## src/i2cpc_pkg.sv

```systemverilog
// Constants for the serial port configuration register block.
// Assumes a 25 MHz APB clock and two-wire pins that arrive asynchronously.
package i2cpc_pkg;

	// ****************************************************************
	// Register map
	// ****************************************************************
	localparam logic [7:0] ADDR_CFG  = 8'h28;   // Port configuration byte address
	localparam logic [7:0] CFG_RESET = 8'h00;   // Value after reset
	localparam logic [7:0] CFG_WMASK = 8'he1;   // Writable bits 7, 6, 5 and 0

	// ****************************************************************
	// Field positions
	// ****************************************************************
	localparam int BIT_BYPASS = 7;
	localparam int BIT_HIGH_SPEED = 6;
	localparam int BIT_SDA_SLOW = 5;
	localparam int BIT_ROUTE = 0;

	// ****************************************************************
	// Timing
	// ****************************************************************
	localparam int CLK_PERIOD_NS = 40;
	localparam int FILT_STD_NS = 50;           // Standard, fast and fast-plus rejection
	localparam int FILT_HS_NS = 10;            // High-speed rejection
	localparam int HS_MAX_KHZ = 3400;          // Highest high-speed bus clock
	localparam logic [1:0] FILT_STD_CYC = 2'((FILT_STD_NS + CLK_PERIOD_NS - 1) / CLK_PERIOD_NS);
	localparam logic [1:0] FILT_HS_CYC = 2'((FILT_HS_NS + CLK_PERIOD_NS - 1) / CLK_PERIOD_NS);

endpackage : i2cpc_pkg

```

## src/i2cpc_port_config.sv

```systemverilog
// Port configuration register with two-wire glitch filter, data-line slope
// control and sample-ready routing to the first audio output pin.
// Assumes an APB master on pclk; scl/sda pins are asynchronous to pclk,
// sample_ready and audio_data come from logic on pclk.
//
// Chosen here: the APB register port.
`timescale 1ns/1ps

module i2cpc_port_config #(
	parameter bit SPI_VARIANT = 1'b0
) (
	input  wire logic        pclk,
	input  wire logic        presetn,
	input  wire logic        psel,
	input  wire logic        penable,
	input  wire logic        pwrite,
	input  wire logic [7:0]  paddr,
	input  wire logic [31:0] pwdata,
	output logic      [31:0] prdata,
	output logic             pready,
	output logic             pslverr,
	input  wire logic        scl_in,
	input  wire logic        sda_in,
	output logic             scl_filt,
	output logic             sda_filt,
	output logic             filter_active,
	input  wire logic        target_sda_low,
	output logic             sda_out,
	output logic             sda_oe,
	output logic             sda_slow_fall,
	input  wire logic        sample_ready,
	input  wire logic        audio_data,
	output logic             audio_out_pin0
);

	// ****************************************************************
	// Register bus
	// ****************************************************************
	logic [7:0]  cfg;
	logic [7:0]  next_cfg;
	logic [31:0] next_prdata;
	logic        hit;
	logic        setup;
	logic        access;

	assign hit    = (paddr == i2cpc_pkg::ADDR_CFG);
	assign setup  = psel && !penable;
	assign access = psel && penable;
	// Zero wait states: every access completes in its first access cycle
	assign pready  = 1'b1;
	assign pslverr = access && !hit;

	// Read data is fetched in setup so it leaves a flop in the access cycle
	always_comb begin
		next_cfg    = cfg;
		next_prdata = prdata;
		if (access && pwrite && hit) begin
			next_cfg = pwdata[7:0] & i2cpc_pkg::CFG_WMASK;
		end
		if (setup) begin
			next_prdata = hit ? {24'h00_0000, cfg & i2cpc_pkg::CFG_WMASK} : 32'h0000_0000;
		end
	end

	always_ff @(posedge pclk or negedge presetn) begin
		if (!presetn) begin
			cfg    <= i2cpc_pkg::CFG_RESET;
			prdata <= 32'h0000_0000;
		end else begin
			cfg    <= next_cfg;
			prdata <= next_prdata;
		end
	end

	// ****************************************************************
	// Glitch filter
	// ****************************************************************
	logic       bypass;
	logic       high_speed;
	logic [1:0] need;
	logic [1:0] sync1;
	logic [1:0] sync2;
	logic [1:0] filt;
	logic [1:0] next_filt;
	logic [1:0] cnt [2];
	logic [1:0] next_cnt [2];

	// Four-wire builds have no two-wire target, so the filter is simply off
	assign bypass        = cfg[i2cpc_pkg::BIT_BYPASS] || SPI_VARIANT;
	assign filter_active = !bypass;
	assign high_speed    = cfg[i2cpc_pkg::BIT_HIGH_SPEED];
	// One cycle of 40 ns covers the 10 ns width; two cover 50 ns
	assign need = high_speed ? i2cpc_pkg::FILT_HS_CYC : i2cpc_pkg::FILT_STD_CYC;

	// Unless bypassed, a line changes only after the new level holds for the rejection width
	always_comb begin
		for (int i = 0; i < 2; i++) begin
			next_filt[i] = filt[i];
			next_cnt[i]  = 2'b00;
			if (bypass) begin
				next_filt[i] = sync2[i];
			end else if (sync2[i] != filt[i]) begin
				if (2'(cnt[i] + 2'b01) >= need) begin
					next_filt[i] = sync2[i];
				end else begin
					next_cnt[i] = 2'(cnt[i] + 2'b01);
				end
			end
		end
	end

	// Synchroniser idles high like an idle two-wire bus
	always_ff @(posedge pclk or negedge presetn) begin
		if (!presetn) begin
			sync1  <= 2'b11;
			sync2  <= 2'b11;
			filt   <= 2'b11;
			cnt[0] <= 2'b00;
			cnt[1] <= 2'b00;
		end else begin
			sync1  <= {sda_in, scl_in};
			sync2  <= sync1;
			filt   <= next_filt;
			cnt[0] <= next_cnt[0];
			cnt[1] <= next_cnt[1];
		end
	end

	assign scl_filt = filt[0];
	assign sda_filt = filt[1];

	// ****************************************************************
	// Data-line driver and audio pin
	// ****************************************************************
	logic next_sda_oe;
	logic next_pin0;

	// Open drain: only ever pulls low; slope control goes to the pad
	always_comb begin
		next_sda_oe = target_sda_low;
		next_pin0   = cfg[i2cpc_pkg::BIT_ROUTE] ? sample_ready : audio_data;
	end

	always_ff @(posedge pclk or negedge presetn) begin
		if (!presetn) begin
			sda_oe         <= 1'b0;
			audio_out_pin0 <= 1'b0;
		end else begin
			sda_oe         <= next_sda_oe;
			audio_out_pin0 <= next_pin0;
		end
	end

	assign sda_out       = 1'b0;
	assign sda_slow_fall = cfg[i2cpc_pkg::BIT_SDA_SLOW];
endmodule : i2cpc_port_config

```

## config.mk

```make
export PLATFORM = sky130hd
export DESIGN_NAME = i2cpc_port_config
export DESIGN_NICKNAME = d
export VERILOG_FILES = /design/src/i2cpc_pkg.sv /design/src/i2cpc_port_config.sv
export SDC_FILE = /design/constraint.sdc
export NUM_CORES = 1
export LEC_CHECK = 0
export BUFFER_PORTS_ARGS = -buffer_cell sky130_fd_sc_hd__buf_2
export CORE_UTILIZATION = 41
export CTS_CLUSTER_DIAMETER = 150
export DETAILED_ROUTE_END_ITERATION = 6
export HOLD_SLACK_MARGIN = 0.03
export PLACE_DENSITY = 0.9
export SYNTH_ARGS = -nofsm -noshare
export SYNTH_HDL_FRONTEND = slang
export SYNTH_SLANG_ARGS = --single-unit
```

## constraint.sdc

```tcl
create_clock -name pclk -period 4.3 [get_ports pclk]
set_input_delay 0.86 -clock pclk [delete_from_list [all_inputs] [get_ports pclk]]
set_output_delay 0.86 -clock pclk [all_outputs]
set_load 0.01 [all_outputs]
```

---- Word level (Yosys, flattened, before mapping) ----
Cells that the tools add are included.
operators by class
  add/sub/neg operators ................... 2
  $mul .................................... 0
  divide/modulo/power cells ............... 0
  order comparisons ....................... 2
  equality and inequality tests ........... 3
  shift operators ......................... 0
  muxes and demuxes ....................... 15
  bitwise operators ....................... 0
  reduce and logical (&&, ||, !) cells .... 14
operators with widths
  cell                                                              number
  2-bit 2-to-1 mux                                                  7
  8-bit by 6-bit == test with 1-bit output (second input constant)  1
  8-bit 2-to-1 mux                                                  1
  2-bit nonzero test                                                4
  1-bit 2-to-1 mux                                                  7
  1-bit logical AND                                                 5
  2-bit by 1-bit adder with 2-bit output (second input constant)    2
  2-bit greater-or-equal comparator                                 2
  2-bit AND reduction                                               2
  1-bit logical NOT                                                 3
  1-bit != test                                                     2
storage, ports and cells
  register bits after elaboration ......... 48
  latch bits .............................. 0
  memory bits (writable) .................. 0
  memory bits (read-only) ................. 0
  output and inout port bits .............. 41
  logic and storage cells ................. 46
  memories ................................ 0

---- Longest topological paths before layout ----
  depth after elaboration ................. 5
  mapped depth ............................ 4

---- Worst setup path before layout ----
Ideal clock, no wire load.
  path type ............................... input -> output
  start point ............................. input paddr[1]
  end point ............................... output pslverr
  arrival ................................. 1.496 ns
  setup slack ............................. 1.944 ns
  cell stages on the path ................. 3
  path buffers ............................ 0
  path through ............................ nor4b_4 nand2_1 and3_1
on the way
  longest elaborated chain between the ends .. 3
RTL lines
  element                                   line                     source
  from (decl)                               i2cpc_port_config.sv:17  input wire logic [7:0] paddr,
  8-bit by 6-bit == test with 1-bit output  i2cpc_port_config.sv:46  assign hit = (paddr == i2cpc_pkg::ADDR_CFG);
  1-bit logical NOT                         i2cpc_port_config.sv:51  assign pslverr = access && !hit;
  1-bit logical AND                         i2cpc_port_config.sv:51
  to (decl)                                 i2cpc_port_config.sv:21  output logic pslverr,
Every way passes these cells.

---- Final worst setup path ----
Ends and elaborated chain as after synthesis.

==> metrics.csv <==
metric,value,unit
die height,54.1,um
Iter 0 DRT Violations,3,
Worst Path Arrival,1770,ps
Seq cells post-synth,20,
Max IR drop VDD,0.000272,V
die width,54.1,um
top cell type's share of synthesized area,31.5,%
average wire per standard cell,10.6,um
synthesized area,1110,um2
hold path start,sync1[1],
layout cells sized above 1,36.6,%
reg-to-reg startpoint,cfg[6],
IO Port Bufs,32,
Row Count,18,
final hold violations,0,
FF-to-FF path depth,4,
synthesized instance count,97,
GRT Overall Usage,13.7,%
post-synthesis mux area share,7.08,%
CP required,3440,ps
Post-synth top cells,"buf_4 (30), dfrtp_1 (14), nand2_1 (8), dfstp_2 (6)",
Synth Area in Adders,4.49,%
largest net degree at the start of global routing,21,
Remaining DRCs,0,
post-layout net count,186,
gr ovfl total,0,
crit end category,primary output,
"count leader, synth",buf_4,
R2R setup slack,2560,ps
Layout Cells excl Fill,161,
xor/xnor share of the synthesized area,3.15,%
CTS HTree Levels,1,
antenna violations before repair,0,
CTS tree,built,
largest cells by area after synthesis,"dfrtp_1 (31%), buf_4 (20%), dfstp_2 (14%)",
post-CTS setup buffer count,0,
CP startpoint,paddr[1],
crit-path most repeated cell,buf_2,
ANT cells,0,
max-slew violations,0,
Placed Cells incl. Taps,157,
post-route antenna net violation count,0,
RSZ-0062 raised after global routing,false,
routability cong.,0.712,
Ys Warns,0,
Root Buffer,clkbuf_4,
routed vias/inst,4.51,
Clock Latency Late Sink,300,ps
part of the cycle the worst path needs,61.2,%
Min Hold Slack,362,ps
sequential fraction of the synthesis area,45.6,%
Area Growth Syn to Fin,10.2,%
Initial DRT Pass Iterations,4,
Hold Crit Depth,0,
"EDFF count, synth",0,
CP max stage delay,300,ps
DRT Wirelength,1.71,mm
hpwl dp,1.43,mm
cts hold-fix bufs,0,
vias in the first global route,713,
CTS sink cnt,20,
WHS Endpoint,sync2[1],
CTS max path bufs,2,
ys async rst share,100,%
Top delay family on crit path,simple AND/OR/NAND/NOR gates,
Pleak,0.662,nW
run status,completed,
Synth Area in Simple Gates,13.0,%
critical path type,in2out,
Hold WC Path Type,reg2reg,
Initial Utilization,44.1,%
IO Pins,91,
Yosys top cell by area,dfrtp_1,
setup violators final,0,
Setup Skew,0.696,ps
Worst Setup Start Kind,input pin,
post-synthesis compound-gate area fraction,5.39,%
Synth cell types,21,
CP Cell Sequence,buf_2 > nor4b_4 > nand2_1 > and3_1 > buf_2,
Post-Syn Area per Cell,11.5,um2
worst path buffer plus inverter count,2,
clock slew at reported path FFs,100,ps
post_cts resized,0,
Post-Layout Inst Area,1230,um2
core area,2520,um2
max cap viols,0,
Tmin final,2630,ps
"Slowest-stage cell, CP",nor4b_4,
total die area,2930,um2
f_max,0.380,GHz
TritonCTS buffer count,3,
Power Dens Cells,398,nW/um2
final setup TNS,0,ps
R2R Path End,filt[1],
DR vias,726,
first-pass GRT wire length,2.83,mm
"Primary FF master, synth",dfrtp_1,
Post-Place Cell Area,1190,um2
crit-path max FO,5,
largest family of logic cells by synthesized area,buffers and inverters,
## power breakdown
group          switching (mW)  total (mW)  leakage, nW  internal [mW]
registers              0.0185       0.240        0.251          0.222
clock network          0.0553       0.107       0.0210         0.0517
logic                  0.0701       0.142        0.390         0.0715
total                   0.144       0.489        0.662          0.345
## metrics by stage
| stage | power (mW) | setup slack [ps] | util, % |
|---|---|---|---|
| detailed placement | 0.387 | 1670 | 47.2 |
| finish | 0.489 | 1670 | 48.7 |
| floorplan | 0.361 | 1940 | - |
| global route | 0.524 | 1600 | 48.7 |
| global placement | 0.373 | 1690 | 47.2 |
| CTS | 0.494 | 1660 | 48.7 |
## cells by family (layout without fill, tap and decap cells)
group | after synthesis | count (layout)
xor+xnor | 4 | 4
other cells | 2 | 30
mux | 7 | 7
compound gates | 8 | 8
fa+ha+maj | 4 | 4
flops | 20 | 20
buf+inv | 31 | 37
simple gates | 21 | 21
## cell type report
type / instances / area [um2]
clock buffer: 4 / 36.3
fill: 242 / 1290
inverter: 1 / 3.75
multi-input combinational: 74 / 482
sequential: 20 / 508
tap: 30 / 37.5
timing repair buffer: 32 / 160
## layer usage
metal | up-vias | GRT usage, % | share of wire (%)
li1 | 332 | - | -
met1 | 332 | 14.3 | 37
met2 | 59 | 26.1 | 51
met3 | 3 | 2.54 | 10
met4 | 0 | 6.41 | 1.8
met5 | - | 0 | 0
## sequential cells by signal (all words and copies together) (netlist names)
| name | count |
|---|---|
| prdata | 4 |
| cfg | 4 |
| sync1 | 2 |
| sda_oe | 1 |
| sync2 | 2 |
| audio_out_pin0 | 1 |
| cnt | 4 |
| filt | 2 |
## layout by cell type (no fill, tap or decap), types with 2 or more instances in the layout
cell,synthesis,layout
nor2b_1,3,3
conb_1,2,30
mux2_1,4,4
xor2_1,2,2
nand2_1,8,8
and3_1,2,2
xnor2_1,2,2
nand2b_1,3,3
dfstp_2,6,6
nor2_1,2,2
buf_2,0,32
mux2_2,3,3
a211oi_1,2,2
dfrtp_1,14,14
clkbuf_4,0,3
o21ai_0,3,3
nor4b_4,2,2
a2111o_1,2,2
ha_1,4,4
## worst max path at each step
stage                     cells after the start      end  slack, ps
after floorplan                               3  pslverr       1940
after global placement                        5  pslverr       1690
after detailed placement                      5  pslverr       1670
after CTS                                     5  pslverr       1660
after global routing                          5  pslverr       1600
final                                         5  pslverr       1670
(Power assumes the default switching activity.)
